File: config.mk
export PLATFORM = sky130hd
export DESIGN_NAME = flash_device_end_flat
export DESIGN_NICKNAME = d
export VERILOG_FILES = /design/src/flash_timing_pkg.sv /design/src/flash_bus_if.sv /design/src/flash_device_end.sv /design/src/flat_wrapper.sv
export SDC_FILE = /design/constraint.sdc
export NUM_CORES = 1
export LEC_CHECK = 0
export BUFFER_PORTS_ARGS = -buffer_cell sky130_fd_sc_hd__buf_2
export CAP_MARGIN = 40
export CORE_MARGIN = 2
export CORE_UTILIZATION = 54
export CTS_CLUSTER_SIZE = 12
export DETAILED_ROUTE_END_ITERATION = 12
export GPL_TIMING_DRIVEN = 0
export PLACE_DENSITY = 0.86
export SLEW_MARGIN = 15
export SYNTH_ARGS = -nofsm -noshare
export SYNTH_HDL_FRONTEND = slang
export SYNTH_SLANG_ARGS = --single-unit
File: constraint.sdc
create_clock -name clock -period 2.6 [get_ports clock]
set_clock_uncertainty 0.1 [all_clocks]
set_input_delay 0.52 -clock clock [delete_from_list [all_inputs] [get_ports clock]]
set_output_delay 0.52 -clock clock [all_outputs]
set_load 0.01 [all_outputs]
File: src/flash_timing_pkg.sv
// Shared timing constants and encodings for the flash write/reset link.
// Assumes one 40 MHz clock on both ends; times are converted to cycles here.
package flash_timing_pkg;

   // ******************************************************
   // Clock and times
   // ******************************************************
   localparam int CLOCK_PERIOD_PS = 25000;
   localparam int WRITE_LOW_NS = 50;
   localparam int WRITE_HIGH_NS = 20;
   localparam int RESET_RECOVERY_NS = 150;
   localparam int READ_EXTRA_NS = 35;
   localparam int SYNC_READ_GAP_NS = 19;
   localparam int STATUS_READ_GAP_NS = 20;
   localparam int CONFIG_EXTRA_NS = 10;
   localparam int LATCH_TO_WRITE_NS = 20;
   localparam int ABORT_MAX_US = 25;
   localparam int RESET_PULSE_NS = 100;
   localparam int POWER_UP_US = 60;

   // Least times round up, longest times round down, never below one cycle.
   function automatic int min_cycles(input int ps);
      int c;
      c = (ps + CLOCK_PERIOD_PS - 1) / CLOCK_PERIOD_PS;
      return (c < 1) ? 1 : c;
   endfunction

   function automatic int max_cycles(input int ps);
      int c;
      c = ps / CLOCK_PERIOD_PS;
      return (c < 1) ? 1 : c;
   endfunction

   localparam int WRITE_LOW_CYC = min_cycles(WRITE_LOW_NS * 1000);
   localparam int WRITE_HIGH_CYC = min_cycles(WRITE_HIGH_NS * 1000);
   localparam int RESET_RECOVERY_CYC = min_cycles(RESET_RECOVERY_NS * 1000);
   localparam int READ_EXTRA_CYC = min_cycles(READ_EXTRA_NS * 1000);
   localparam int SYNC_READ_GAP_CYC = min_cycles(SYNC_READ_GAP_NS * 1000);
   localparam int STATUS_READ_GAP_CYC =
      min_cycles(STATUS_READ_GAP_NS * 1000);
   localparam int CONFIG_EXTRA_CYC = min_cycles(CONFIG_EXTRA_NS * 1000);
   localparam int LATCH_TO_WRITE_CYC = min_cycles(LATCH_TO_WRITE_NS * 1000);
   localparam int ABORT_MAX_CYC = max_cycles(ABORT_MAX_US * 1000000);
   localparam int RESET_PULSE_CYC = min_cycles(RESET_PULSE_NS * 1000);
   localparam int POWER_UP_CYC = min_cycles(POWER_UP_US * 1000000);

   // ******************************************************
   // Status and widths
   // ******************************************************
   localparam logic [7:0] STATUS_RESET = 8'h80;
   localparam int STATUS_READY_BIT = 7;
   localparam int ADDR_W = 16;
   localparam int DATA_W = 16;

endpackage

File: src/flash_bus_if.sv
// Interface carrying the flash control pins between controller and device.
// Keeps the data bus as separate host and device halves with their own enables; the testbench does not resolve them.
`timescale 1ns/1ps
interface flash_bus_if;
   logic                                    reset_n;
   logic                                    chip_sel_n;
   logic                                    write_n;
   logic                                    out_en_n;
   logic                                    address_latch_n;
   logic                                    flash_clk;
   logic [flash_timing_pkg::ADDR_W-1:0]     addr;
   logic [flash_timing_pkg::DATA_W-1:0]     dq_host_out;
   logic                                    dq_host_oe;
   logic [flash_timing_pkg::DATA_W-1:0]     dq_dev_out;
   logic                                    dq_dev_oe;
   logic                                    wait_out;
   logic                                    wait_oe;

   modport host (
      output reset_n, chip_sel_n, write_n, out_en_n, address_latch_n,
      output flash_clk, addr, dq_host_out, dq_host_oe,
      input  dq_dev_out, dq_dev_oe, wait_out, wait_oe
   );
   modport device (
      input  reset_n, chip_sel_n, write_n, out_en_n, address_latch_n,
      input  flash_clk, addr, dq_host_out, dq_host_oe,
      output dq_dev_out, dq_dev_oe, wait_out, wait_oe
   );
endinterface

File: src/flash_device_end.sv
// Device end of the flash write/reset sequencer: captures write cycles,
// runs a stand-in program/erase timer and handles reset abort.
// Assumes pins come from another party and are synchronised here.
// Assumes array reads are not modelled; only the status word is driven.
// Notes on behaviour
// write ends at first rising select or strobe.
// both low at least 50 ns.
// combined strobe high at least 20 ns.
// wait 150 ns after reset before writing.
// read data valid access plus 35 ns.
// 19 ns before synchronous burst read.
// status read 20 ns after strobe rise.
// config or lock change adds 10 ns.
// 20 ns from latch or clock before write.
// clock input ignored during write cycles.
// wait output high impedance during writes.
// suspended-erase writes use identical timing.
// reset aborts operation within 25 us.
// reset pulse at least 100 ns.
// idle reset completes within minimum pulse.
// reset held 60 us after power valid.
// control inputs ignored while reset low.
// keep reset low during supply ramps.
// keep supply and protect valid until confirmed.
// capture on earlier rising edge of strobes.
// write needs select, strobe low, oe high.
// after reset, array read, status 0x80.
// controller bounds polling with timeouts.
`timescale 1ns/1ps
module flash_device_end #(
   parameter int OP_CYCLES    = 400,
   parameter int ABORT_CYCLES = flash_timing_pkg::ABORT_MAX_CYC
) (
   input  wire logic                                clock,
   input  wire logic                                rst,
   flash_bus_if.device                              bus,
   output logic [flash_timing_pkg::ADDR_W-1:0]      cmd_addr,
   output logic [flash_timing_pkg::DATA_W-1:0]      cmd_data,
   output logic                                     cmd_valid,
   output logic [7:0]                               status,
   output logic                                     busy
);
   // ******************************************************
   // Pin synchronisers
   // ******************************************************
   localparam int NSYNC = 4;
   logic [NSYNC-1:0] sync_a;
   logic [NSYNC-1:0] sync_b;
   logic             reset_n_s;
   logic             cs_n_s;
   logic             we_n_s;
   logic             oe_n_s;
   logic             strobe_prev;
   logic [flash_timing_pkg::ADDR_W-1:0] addr_p;
   logic [flash_timing_pkg::DATA_W-1:0] data_p;
   logic [flash_timing_pkg::ADDR_W-1:0] addr_q;
   logic [flash_timing_pkg::DATA_W-1:0] data_q;

   // The two-flop lag delays every write by two cycles; a strobe pulse of
   // the least legal width still leaves two low samples, so none is lost.

   always_ff @(posedge clock) begin
      sync_a <= {bus.reset_n, bus.chip_sel_n, bus.write_n, bus.out_en_n};
      sync_b <= sync_a;
   end
   assign {reset_n_s, cs_n_s, we_n_s, oe_n_s} = sync_b;

   // Address and data take the same two flops as the strobes, so the
   // captured word is the one that stood when the strobe was first seen high.
   always_ff @(posedge clock) begin
      addr_p <= bus.addr;
      data_p <= bus.dq_host_out;
      addr_q <= addr_p;
      data_q <= data_p;
   end

   // ******************************************************
   // Write cycle detection
   // ******************************************************
   logic write_active;
   logic write_end;
   // Clock pin is never looked at here, so it is ignored during writes. R10
   assign write_active = !cs_n_s && !we_n_s && oe_n_s && reset_n_s;
   assign write_end = strobe_prev && !write_active;
   // Masking lives in reset_n_s, so a strobe seen while the flash is held
   // in reset never becomes a write.

   always_ff @(posedge clock) begin
      if (rst || !reset_n_s) begin
         strobe_prev <= 1'b0;
      end else begin
         strobe_prev <= write_active;
      end
   end

   always_ff @(posedge clock) begin
      if (rst) begin
         cmd_addr  <= '0;
         cmd_data  <= '0;
         cmd_valid <= 1'b0;
      end else begin
         // One pulse per write; the word stands until the next write.
         cmd_valid <= write_end && reset_n_s;
         if (write_end && reset_n_s) begin
            cmd_addr <= addr_q;
            cmd_data <= data_q;
         end
      end
   end

   // ******************************************************
   // Operation timer and reset abort
   // ******************************************************
   typedef enum logic [2:0] {
      ST_READ  = 3'b001,
      ST_BUSY  = 3'b010,
      ST_ABORT = 3'b100
   } dev_state_t;

   dev_state_t state;
   logic [31:0] count;
   logic        start_op;

   // Data 0x20 or 0x40 style words start an internal operation.
   // The timer only stands in for program and erase time, which is left
   // to OP_CYCLES; there is no suspend, and writes taken while busy are
   // still handed out on the command port.
   assign start_op = write_end && reset_n_s &&
                     (data_q[7:0] == 8'h40 || data_q[7:0] == 8'h20);

   always_ff @(posedge clock) begin
      if (rst) begin
         state <= ST_READ;
         count <= '0;
      end else begin
         case (state)
            ST_READ: begin
               count <= '0;
               if (start_op) begin
                  state <= ST_BUSY;
               end
            end
            ST_BUSY: begin
               if (!reset_n_s) begin
                  state <= ST_ABORT;
                  count <= '0;
               end else if (count == 32'(OP_CYCLES - 1)) begin
                  state <= ST_READ;
                  count <= '0;
               end else begin
                  count <= count + 32'h1;
               end
            end
            ST_ABORT: begin
               // Abort finishes inside the limit even if reset stays low.
               if (count >= 32'(ABORT_CYCLES - 1)) begin
                  state <= ST_READ;
                  count <= '0;
               end else begin
                  count <= count + 32'h1;
               end
            end
            default: begin
               state <= ST_READ;
            end
         endcase
      end
   end

   always_ff @(posedge clock) begin
      if (rst) begin
         status <= flash_timing_pkg::STATUS_RESET;
         busy   <= 1'b0;
      end else begin
         // Idle reset takes effect at once, well inside the pulse. R15
         busy <= (state != ST_READ) || start_op;
         if (!reset_n_s || state == ST_READ) begin
            status <= flash_timing_pkg::STATUS_RESET;
         end else begin
            status <= 8'h00;
         end
      end
   end

   // ******************************************************
   // Pin drivers
   // ******************************************************
   // A read needs select and output enable low with the strobe high.
   function automatic logic read_cycle(input logic rn, input logic cs,
                                       input logic oe, input logic we);
      return rn && !cs && !oe && we;
   endfunction

   always_ff @(posedge clock) begin
      if (rst) begin
         bus.dq_dev_out <= '0;
         bus.dq_dev_oe  <= 1'b0;
         bus.wait_out   <= 1'b0;
         bus.wait_oe    <= 1'b0;
      end else begin
         // Outputs only drive on a read; writes keep oe high so wait
         // and data stay released. R11
         bus.dq_dev_oe  <= read_cycle(reset_n_s, cs_n_s, oe_n_s, we_n_s);
         bus.wait_oe    <= read_cycle(reset_n_s, cs_n_s, oe_n_s, we_n_s);
         // No read wait states are modelled, so wait sits deasserted.
         bus.wait_out   <= 1'b1;
         bus.dq_dev_out <= {8'h00, status};
      end
   end
endmodule

File: src/flat_wrapper.sv
// flat-port wrapper written by rule: the top's interface ports become plain ports
module flash_device_end_flat 
#(
   parameter int OP_CYCLES    = 400,
   parameter int ABORT_CYCLES = flash_timing_pkg::ABORT_MAX_CYC
)
  (clock, rst, cmd_addr, cmd_data, cmd_valid, status, busy, bus_reset_n, bus_chip_sel_n, bus_write_n, bus_out_en_n, bus_address_latch_n, bus_flash_clk, bus_addr, bus_dq_host_out, bus_dq_host_oe, bus_dq_dev_out, bus_dq_dev_oe, bus_wait_out, bus_wait_oe);
  flash_bus_if bus_i ();
  input  wire logic clock;
  input  wire logic rst;
  output logic [flash_timing_pkg::ADDR_W-1:0] cmd_addr;
  output logic [flash_timing_pkg::DATA_W-1:0] cmd_data;
  output logic cmd_valid;
  output logic [7:0] status;
  output logic busy;
  input wire logic [$bits(bus_i.reset_n)-1:0] bus_reset_n;
  input wire logic [$bits(bus_i.chip_sel_n)-1:0] bus_chip_sel_n;
  input wire logic [$bits(bus_i.write_n)-1:0] bus_write_n;
  input wire logic [$bits(bus_i.out_en_n)-1:0] bus_out_en_n;
  input wire logic [$bits(bus_i.address_latch_n)-1:0] bus_address_latch_n;
  input wire logic [$bits(bus_i.flash_clk)-1:0] bus_flash_clk;
  input wire logic [$bits(bus_i.addr)-1:0] bus_addr;
  input wire logic [$bits(bus_i.dq_host_out)-1:0] bus_dq_host_out;
  input wire logic [$bits(bus_i.dq_host_oe)-1:0] bus_dq_host_oe;
  output wire logic [$bits(bus_i.dq_dev_out)-1:0] bus_dq_dev_out;
  output wire logic [$bits(bus_i.dq_dev_oe)-1:0] bus_dq_dev_oe;
  output wire logic [$bits(bus_i.wait_out)-1:0] bus_wait_out;
  output wire logic [$bits(bus_i.wait_oe)-1:0] bus_wait_oe;
  assign bus_i.reset_n = bus_reset_n;
  assign bus_i.chip_sel_n = bus_chip_sel_n;
  assign bus_i.write_n = bus_write_n;
  assign bus_i.out_en_n = bus_out_en_n;
  assign bus_i.address_latch_n = bus_address_latch_n;
  assign bus_i.flash_clk = bus_flash_clk;
  assign bus_i.addr = bus_addr;
  assign bus_i.dq_host_out = bus_dq_host_out;
  assign bus_i.dq_host_oe = bus_dq_host_oe;
  assign bus_dq_dev_out = bus_i.dq_dev_out;
  assign bus_dq_dev_oe = bus_i.dq_dev_oe;
  assign bus_wait_out = bus_i.wait_out;
  assign bus_wait_oe = bus_i.wait_oe;
  flash_device_end #(.OP_CYCLES(OP_CYCLES), .ABORT_CYCLES(ABORT_CYCLES)) u_core (.clock(clock), .rst(rst), .bus(bus_i), .cmd_addr(cmd_addr), .cmd_data(cmd_data), .cmd_valid(cmd_valid), .status(status), .busy(busy));
endmodule
### Yosys cells after proc, flatten, opt, wreduce, memory -nomap -nowiden

Cells that the tools add are included.

* ROM bits: 0
* memories: 0
* register bits: 168
* latch bits: 0
* memory bits (writable): 0
* input bits: 41
* logic and storage cells: 61

* reductions and logical operators: 20
* $add $sub $neg: 1
* divide/modulo/power cells: 0
* bitwise gates (word level): 0
* equal/unequal tests: 10
* $mul: 0
* shifts and indexed selects: 0
* magnitude comparators: 1
* multiplexer cells: 11

Operators by type and width (number)
* 32-bit two-way mux: 3
* 32-bit case mux with 3 select lines: 1
* 32-bit by 1-bit adder with 32-bit output (second input constant): 1
* 32-bit by 9-bit == test with 1-bit output (second input constant): 1
* 32-bit by 10-bit >= comparator with 1-bit output (second input constant): 1
* 3-bit two-way mux: 4
* 1-bit logical AND: 9
* 3-bit case mux with 3 select lines: 1
* 8-bit by 6-bit == test with 1-bit output (second input constant): 1
* 8-bit by 7-bit == test with 1-bit output (second input constant): 1
* 8-bit two-way mux: 1
* 1-bit zero test: 5
* 1-bit logical OR: 4
* 2-bit by 1-bit inequality test with 1-bit output (second input constant): 2
* 3-bit by 1-bit == test with 1-bit output (second input constant): 1
* 3-bit by 2-bit == test with 1-bit output (second input constant): 1
* 3-bit == test (second input constant): 1
* 3-bit by 1-bit inequality test with 1-bit output (second input constant): 1
* 3-bit inequality test (second input constant): 1
* 3-bit AND reduction: 1
* 3-bit nonzero test: 1
* 1-bit two-way mux: 1

### Longest topological paths before layout

Gate-level depths: netlist of the first run.

* word-level depth: 10
* gate-level depth with buffers: 7
* mapped depth without buffers: 6

### Least setup slack after synthesis of the first run

No wires, ideal clock.

* path kind: reg2reg
* start point: register u_core.count[0]
* end point: register u_core.count[28]
* cell stages (with the launch flop): 8
* setup slack: 0.648 ns
* data arrival time: 1.726 ns
* clock period less this slack: 1.952 ns
* cell sequence: dfxtp_1 -> ha_1 -> nand3_1 -> or3_1 -> buf_2 -> o41a_1 -> o211ai_1 -> nand3_1

* cells in the longest elaborated chain, start to end: 4
* elaborated cells on any way between the ends: 7

Ends and longest elaborated chain
* start: declaration: line flash_device_end.sv:121 `logic [31:0] count;`
* start signal: assignment: line flash_device_end.sv:151 `count <= count + 32'h1;`
* start signal: assignment: line flash_device_end.sv:160 `count <= count + 32'h1;`
* 32-bit by 1-bit adder with 32-bit output / 32-bit by 9-bit == test with 1-bit output (equally long branches): line flash_device_end.sv:151, flash_device_end.sv:160, flash_device_end.sv:147
* 32-bit two-way mux: line flash_device_end.sv:147 `end else if (count == 32'(OP_CYCLES - 1)) begin`
* 32-bit two-way mux: line flash_device_end.sv:144 `if (!reset_n_s) begin`
* 32-bit case mux with 3 select lines *: line flash_device_end.sv:136 `case (state)`

Every way passes the cells marked *; elsewhere a longest branch is shown, timed or not.
A chain may end at the register's enable or synchronous reset.

### Worst setup path in the final report of the first run

* start point: register u_core.count[0]
* end point: register u_core.count[0]

Same word-level chain as after synthesis.

==> flow_summary.ini, run 1 <==
[outcome]
outcome = completed

[place]
dp_cells = 785
portBuffers = 75
dp_hpwl_um = 8530
routabilityCongestion = 0.978

[cts]
cts_made_buffers = 17
cts.clk_slew.worst_paths_ps = 70
cts_tree = done
htree_levels = 4
clk_path_buf_depth = 2
clock_sinks = 146
clock_latency_ps = 530
clockRootBuffer = clkbuf_8

[floorplan]
pin_count = 102
die_area_sq_um = 10400
dieWidth_um = 102
chipHeight_um = 102
std_cell_rows = 35
core_region_area_sq_um = 9280
start_util_pct = 56.0

[finish]
drive_above_1_share_pct = 21.5
final_cell_count_no_fill = 854
final_nets = 754
n_antenna_cell = 0
syn_to_final_growth_pct = 31.1

[yosys]
synth-edff-count = 0
syn_avg_cell_area_sq_um = 9.30
ys_ff_latch = 146
synth.most_common_cell = dfxtp_1
yosysSeqAreaShare_pct = 56.2
ys.flop_type = dfxtp_1
synth_top_area_share_pct = 56.2
syn_inst = 559
synthTopCellsByArea = dfxtp_1 (56%), nand2_1 (8.7%), buf_4 (3.6%)
syn_area_sq_um = 5200
synth_cell_type_count = 51
async_flop_share_pct = 0
yosys_warnings = 0
synth_top_cell_by_area = dfxtp_1
synth.top_cells.by_count = dfxtp_1 (146), nand2_1 (121), a21oi_1 (36)

[worst_setup_path]
crit_chain = ha_1 > and4b_1 > nand4_1 > o21a_1 > clkbuf_1 > nor3_1 > a211oi_2
cp-end-kind = register
reg2reg_from = u_core.count[0]$_SDFFE_PP0P_
reg2regPathDepth = 7
worst_r2r_endpoint = u_core.count[0]$_SDFFE_PP0P_
start_kind = register
cp_top_family = simple AND/OR/NAND/NOR gates
reg2reg_slack_ps = 160
critPathMaxStageDelay_ps = 480
cpMaxStageDelayCell = dfxtp_1
crit_type = reg2reg
crit_required_ps = 2880
crit_buf_inv = 1
crit_arrival_ps = 2730
critPathMaxFanout = 10

[global_route]
overflow = 0
grt_max_degree = 17
grt_usage_pct = 34.1
grt_pass1_vias = 4973
grt_pass1_wl_um = 26400
antenna_found_initial = 0

[min_path]
min_path_type = in2reg
hold_start = bus_dq_host_out[15]
holdPathStages = 1
holdPathEnd = u_core.data_p[15]$_DFF_P_

[route]
wl_um = 17000
routedWlPerCell_um = 19.9
vias = 4966
drt-pass1-iter-count = 6
drc = 0
postRouteAntennaNets = 0
via_per_inst = 5.81
drt_iter0_drc = 499

[timing]
slew-limit-headroom_pct = 56.0
finalHoldViolations = 0
period_share_pct = 94.0
setup_viol = 0
rsz0062_at_grt = false
worst_pin_slew_ps = 654
max_freq_mhz = 409
maxSlewViolCount = 0
period_minus_slack_ps = 2440
tns_ps = 0

[job]
cap_violations = 0

[pwr]
power_density_nw_per_um2 = 793
leakagePower_uw = 0.00280
ir_drop_v = 0.00105
==> power breakdown <==
group	switching, uW	internal, uW	total, uW
Clock	1120	1520	2640
Combinational	234	151	384
Sequential	55.0	2330	2380
Total	1410	3990	5400
==> cell families (layout without fill, tap and decap cells) <==
group	after synthesis	after routing	synth area share, %
buf+inv	67	212	6.81
flops	146	146	56.2
compound gates	96	96	12.6
simple gates	239	239	22.6
fa+ha+maj	1	1	0.241
other cells	1	22	0.0721
xor+xnor	9	9	1.52
==> stage by stage <==
step           utilization (%)  hold slack [ps]  setup WS, ps  total power (uW)  cell area [sq um]
4_1_cts                   73.1             3.81           122              5330               6790
3_5_place_dp              62.7              212           160              2720               5820
3_3_place_gp              62.6              210           183              2700               5820
2_1_floorplan                -              210           648              2610               5280
5_1_grt                   73.4            0.714          90.4              5520               6820
6_report                  73.4             21.3           156              5400               6820
==> worst register-to-register path, delay by kind of cell (launching register included) <==
family | cells | cell delay, ps
AO/OA/AOI/OAI | 2 | 400
buffers and inverters | 1 | 310
flip-flops | 1 | 480
AND/OR/NAND/NOR | 3 | 730
adder cells (fa/ha/maj) | 1 | 280
==> registers in the layout, summed over array words and instances (netlist names), 16 cells and up <==
signal and flops:
u_core.cmd_addr 16, u_core.addr_q 16, u_core.data_p 16, u_core.count 32, u_core.data_q 16, u_core.addr_p 16, u_core.cmd_data 16
==> per-layer routing <==
layer / GRT usage (%) / vias to the layer above / routed length [um]
met5: 0 / - / 0
met4: 18.9 / 0 / 891
met3: 10.2 / 81 / 1580
met2: 57.4 / 340 / 8380
met1: 38.9 / 2327 / 6110
li1: - / 2218 / -
==> worst max-delay path by stage <==
stage	start	end	cells past startpoint
after floorplan	u_core.count[0]$_SDFFE_PP0P_	u_core.count[28]$_SDFFE_PP0P_	7
after global placement	u_core.count[0]$_SDFFE_PP0P_	u_core.count[24]$_SDFFE_PP0P_	6
after detailed placement	u_core.count[11]$_SDFFE_PP0P_	u_core.count[0]$_SDFFE_PP0P_	6
after CTS	u_core.count[11]$_SDFFE_PP0P_	u_core.count[0]$_SDFFE_PP0P_	6
after global routing	u_core.count[0]$_SDFFE_PP0P_	u_core.count[23]$_SDFFE_PP0P_	7
final	u_core.count[0]$_SDFFE_PP0P_	u_core.count[0]$_SDFFE_PP0P_	7
==> layout by cell type, fill, tap and decap left out, types with 15 or more instances in the layout <==
cell | synthesis | final
conb_1 | 1 | 22
a21oi_1 | 36 | 36
nor2_1 | 19 | 19
nand2_1 | 121 | 121
buf_4 | 25 | 28
clkbuf_1 | 24 | 23
clkbuf_16 | 0 | 16
nor4_1 | 16 | 15
dfxtp_1 | 146 | 146
nand3_1 | 15 | 15
dlygate4sd3_1 | 0 | 34
buf_2 | 7 | 83
==> timing repair <==
action	CTS	global route
endpoints found under the hold margin	34	0
setup endpoints to repair	0	27
resized for setup	0	3
hold buffers	34	0
buffers inserted	0	3
==> area by class of cell <==
type,count,area (sq um)
plain buffers,56,314
clock buffers,17,414
fillers,587,2470
well taps,129,161
inverters,11,41.3
multi-input cells,367,2010
flip-flops and latches,146,2920
clock inverters,15,210
repair buffers,113,743
(Power assumes the default switching activity.)
==> run 2: changes to the inputs <==
--- a/config.mk
+++ b/config.mk
@@ -13,6 +13,8 @@
 export DETAILED_ROUTE_END_ITERATION = 12
 export GPL_TIMING_DRIVEN = 0
 export PLACE_DENSITY = 0.86
+export SETUP_SLACK_MARGIN = 0.5
+export SKIP_LAST_GASP = 1
 export SLEW_MARGIN = 15
 export SYNTH_ARGS = -nofsm -noshare
 export SYNTH_HDL_FRONTEND = slang
==> run 2 against run 1 <==
Net effect:
- final cell count is 0.94% higher
- power increased by 0.59%
- via count increased by 3.5%
- die area unchanged
- first-iteration DRC count decreased by 3.2%
- register-to-register slack gained 180 ps
- hold slack lost 9.6 ps
- clock power is essentially flat
- sequential power about the same
- sequential cell count unchanged
- largest power group unchanged
- highest routed layer unchanged
==> flow_summary.ini, run 2 (synthesis results as in run 1) <==
[outcome]
outcome = completed

[place]
dp_hpwl_um = 8530
placed_cell_area_sq_um = 5820
routabilityCongestion = 0.978
portBuffers = 75
dp_cells = 785
dp_slack_ps = 160

[floorplan]
chipHeight_um = 102
die_area_sq_um = 10400
std_cell_rows = 35
pin_count = 102
core_region_area_sq_um = 9280
start_util_pct = 56.0
dieWidth_um = 102

[timing]
slew-limit-headroom_pct = 58.8
worst_pin_slew_ps = 618
period_share_pct = 86.9
maxSlewViolCount = 0
rsz0062_at_grt = true
period_minus_slack_ps = 2260
setup_viol = 0
tns_ps = 0
finalHoldViolations = 0
max_freq_mhz = 443
layout_setup_ws_ps = 341

[worst_setup_path]
critPathMaxFanout = 10
cpMaxStageDelayCell = dfxtp_4
start_kind = register
crit_chain = nor4_4 > nand4_1 > o21a_2 > clkbuf_2 > o221ai_1 > nand2_1
crit_required_ps = 2900
reg2regPathDepth = 6
crit_arrival_ps = 2550
cp-end-kind = register
critPathMaxStageDelay_ps = 380
reg2reg_slack_ps = 340
worst_r2r_endpoint = u_core.count[7]$_SDFFE_PP0P_
crit_type = reg2reg
reg2reg_from = u_core.count[11]$_SDFFE_PP0P_

[finish]
stdcell_area_sq_um = 7070
final.fill_count = 530
multiInputGateArea_sq_um = 2110
largest_reg_flops = 32
largest_register = u_core.count
syn_to_final_growth_pct = 36.0
final_common_cell = dfxtp_1
layout_common_cells = dfxtp_1 (132), nand2_1 (121), buf_2 (81)
drive_above_1_share_pct = 27.6
seq_area_sq_um = 2950
final_nets = 762
n_antenna_cell = 0
post-route-util_pct = 76.2
final_cell_count_no_fill = 862

[cts]
clock_latency_ps = 540
htree_levels = 4
clockRootBuffer = clkbuf_8
clk_path_buf_depth = 2
cts_made_buffers = 17
cts_tree = done
cts.clk_slew.worst_paths_ps = 70
clock_sinks = 146

[route]
drc = 0
drt-pass1-iter-count = 6
postRouteAntennaNets = 0
drt_iter0_drc = 483
wl_um = 17700
vias = 5141
routedWlPerCell_um = 20.5
via_per_inst = 5.96

[global_route]
met3_usage_pct = 9.64
grt_max_degree = 17
overflow = 0
met2_usage_pct = 57.7
top_usage_layer = met2
grt_usage_pct = 34.2
grt_pass1_vias = 5011
grt_pass1_wl_um = 26500
antenna_found_initial = 0
globalRouteMet1Util_pct = 39.1

[pwr]
power_density_nw_per_um2 = 769
ir_drop_v = 0.00103
leakagePower_uw = 0.00294

[min_path]
holdPathStages = 1
hold_start = bus_reset_n
holdPathEnd = u_core.sync_a[3]$_DFF_P_
min_path_type = in2reg

[job]
cap_violations = 0
[run 2: area by class of cell]
cell class                 count  share of cell area, %
buffer                        56                   4.97
clock buffer                  17                   5.86
clock inverter                15                   2.97
inverter                      11                  0.584
multi-input combinational    367                   29.9
sequential                   146                   41.7
tap                          129                   2.28
timing repair buffer         121                   11.7
[run 2: metal layers]
metal  wire (um)  share of wire, %  up-vias
li1            -                 -     2235
met1        6260                35     2393
met2        8720                49      389
met3        1590               9.0      124
met4        1150               6.5        0
met5           0                 0        -
[run 2: through the flow]
step                      hold WS [ps]  total power [uW]
after global placement             210              2700
after global routing              4.12              5540
after CTS                         3.81              5330
after floorplan                    210              2610
after detailed placement           212              2720
final                             11.7              5440
[run 2: repair_timing]
item	4_1_cts	5_1_grt
hold buffers	34	0
cloned	0	2
endpoints found under the hold margin	34	0
pin swaps	2	10
endpoints found under the setup margin	35	47
gates resized for setup	22	43
buffers inserted	4	5
[run 2: worst max path at each step]
stage                                   from                             to  slack [ps]  cells past startpoint
3_5_place_dp   u_core.count[11]$_SDFFE_PP0P_   u_core.count[0]$_SDFFE_PP0P_         160                      6
2_1_floorplan   u_core.count[0]$_SDFFE_PP0P_  u_core.count[28]$_SDFFE_PP0P_         650                      7
4_1_cts        u_core.count[16]$_SDFFE_PP0P_   u_core.count[0]$_SDFFE_PP0P_         480                      6
3_3_place_gp    u_core.count[0]$_SDFFE_PP0P_  u_core.count[24]$_SDFFE_PP0P_         180                      6
6_report       u_core.count[11]$_SDFFE_PP0P_   u_core.count[7]$_SDFFE_PP0P_         340                      6
5_1_grt         u_core.count[6]$_SDFFE_PP0P_   u_core.state[1]$_SDFFE_PP0P_         330                      9
[run 2: power by group]
part	leakage (uW)	total, uW	switching, uW	internal [uW]
logic	0.00142	412	245	167
registers	0.00121	2380	55.3	2320
clock network	0.000306	2650	1130	1520
[run 2: worst max-delay path, delay by kind of cell, from the launching register on]
kind / cells / cell delay, ps
simple gates: 3 / 730
compound gates: 2 / 660
flops: 1 / 380
buf+inv: 1 / 250
==> run 3: changes to the inputs <==
--- a/config.mk
+++ b/config.mk
@@ -7,8 +7,10 @@
 export LEC_CHECK = 0
 export BUFFER_PORTS_ARGS = -buffer_cell sky130_fd_sc_hd__buf_2
 export CAP_MARGIN = 40
+export CELL_PAD_IN_SITES_DETAIL_PLACEMENT = 1
+export CELL_PAD_IN_SITES_GLOBAL_PLACEMENT = 1
 export CORE_MARGIN = 2
-export CORE_UTILIZATION = 54
+export CORE_UTILIZATION = 41
 export CTS_CLUSTER_SIZE = 12
 export DETAILED_ROUTE_END_ITERATION = 12
 export GPL_TIMING_DRIVEN = 0
==> run 3 against run 2 <==
Net effect:
- first-iteration DRC count fell by 42%
- hold slack improved by 74 ps
- global-route usage down 8.1 points
- sequential power is essentially flat
- clock power decreased by 11%
- critical endpoint is now u_core.count[21]$_SDFFE_PP0P_
- critical path type unchanged
- register-to-register slack improved by 130 ps
- highest routed layer unchanged
- final area is 4.5% lower
==> flow_summary.ini, run 3 (synthesis results as in run 1) <==
[outcome]
outcome = completed

[timing]
max_freq_mhz = 470
period_share_pct = 81.8
setup_viol = 0
period_minus_slack_ps = 2130
slew-limit-headroom_pct = 50.7
rsz0062_at_grt = true
worst_pin_slew_ps = 740
tns_ps = 0
finalHoldViolations = 0
maxSlewViolCount = 0
layout_setup_ws_ps = 474

[pwr]
power_density_nw_per_um2 = 753
leakagePower_uw = 0.00277
power_uw = 5090
ir_drop_v = 0.000743

[route]
drc = 0
drt_iter0_drc = 279
vias = 4800
via_per_inst = 5.52
wl_um = 17700
postRouteAntennaNets = 0
routedWlPerCell_um = 20.3
drt-pass1-iter-count = 5

[place]
dp_hpwl_um = 10200
placed_cell_area_sq_um = 5870
dp_slack_ps = 224
routabilityCongestion = 0.907
portBuffers = 75

[cts]
clk_path_buf_depth = 2
cts_tree = done
clockRootBuffer = clkbuf_16
htree_levels = 4
cts_made_buffers = 17
cts.clk_slew.worst_paths_ps = 70
clock_latency_ps = 430
clock_sinks = 146
hold_buffers = 0

[global_route]
grt_max_degree = 17
antenna_found_initial = 0
grt_pass1_wl_um = 26600
overflow = 0
grt_pass1_vias = 5030
grt_usage_pct = 26.0

[finish]
final_nets = 727
final.fill_count = 1439
largest_reg_flops = 32
final_common_cell = dfxtp_1
stdcell_area_sq_um = 6760
largest_register = u_core.count
syn_to_final_growth_pct = 29.9
multiInputGateArea_sq_um = 2180
seq_area_sq_um = 2950
layout_common_cells = dfxtp_1 (129), nand2_1 (120), buf_2 (81)
n_antenna_cell = 0
drive_above_1_share_pct = 30.1

[min_path]
min_path_type = in2reg

[worst_setup_path]
crit_buf_inv = 3
crit_arrival_ps = 2330
start_kind = register
critPathMaxFanout = 10
cp_top_family = simple AND/OR/NAND/NOR gates
critPathMaxStageDelay_ps = 610
crit_required_ps = 2800
crit_type = reg2reg
cp-end-kind = register
cpMaxStageDelayCell = or4_1
crit_top_cell = buf_6
crit_chain = buf_6 > nand4_1 > buf_6 > clkbuf_1 > or4_1 > o211ai_1 > a22oi_1

[job]
cap_violations = 0

[floorplan]
pin_count = 102
dieWidth_um = 117
std_cell_rows = 41
chipHeight_um = 117
start_util_pct = 41.5
die_area_sq_um = 13600
core_region_area_sq_um = 12500
run 3: area by class of cell:
cell class / count / share of cell area (%)
repair buffers: 86 / 6.85
plain buffers: 56 / 5.19
multi-input cells: 367 / 32.2
well taps: 172 / 3.19
inverters: 11 / 0.611
flip-flops and latches: 146 / 43.7
clock buffers: 18 / 6.35
clock inverters: 13 / 1.91
run 3: worst paths after layout:
check	from	to	slack [ps]	cells after the start
hold / removal	bus_dq_host_out[5]	u_core.data_p[5]$_DFF_P_	90	1
setup reg to reg	u_core.count[6]$_SDFFE_PP0P_	u_core.count[21]$_SDFFE_PP0P_	470	7
hold reg to reg	u_core.data_p[3]$_DFF_P_	u_core.data_q[3]$_DFF_P_	230	0
setup / recovery	u_core.count[6]$_SDFFE_PP0P_	u_core.count[21]$_SDFFE_PP0P_	470	7
run 3: metal layers:
layer  up-vias  GRT usage (%)  share of wire [%]
met5         -              0                  0
met4         0           11.8                3.8
met3        62           8.46                6.5
met2       227           46.8                 53
met1      2359           27.8                 37
li1       2152              -                  -
run 3: metrics by stage:
step                      hold slack, ps  util, %  std cells
after global placement               210     46.9        827
after detailed placement             214     46.9        828
after CTS                           80.5     52.4        864
after floorplan                      210        -        580
final                               86.0     54.0        869
after global routing                79.2     54.0        869
run 3: repair_timing:
item	in CTS	in global routing
pin swaps	4	11
gates resized for setup	25	57
endpoints found under the setup margin	35	48
buffers inserted	5	5
run 3: report_power, final:
part           internal (uW)  switching [uW]  total (uW)  leakage (uW)
sequential              2330            51.1        2380       0.00121
combinational            131             227         358       0.00128
clock                   1330            1030        2350      0.000273
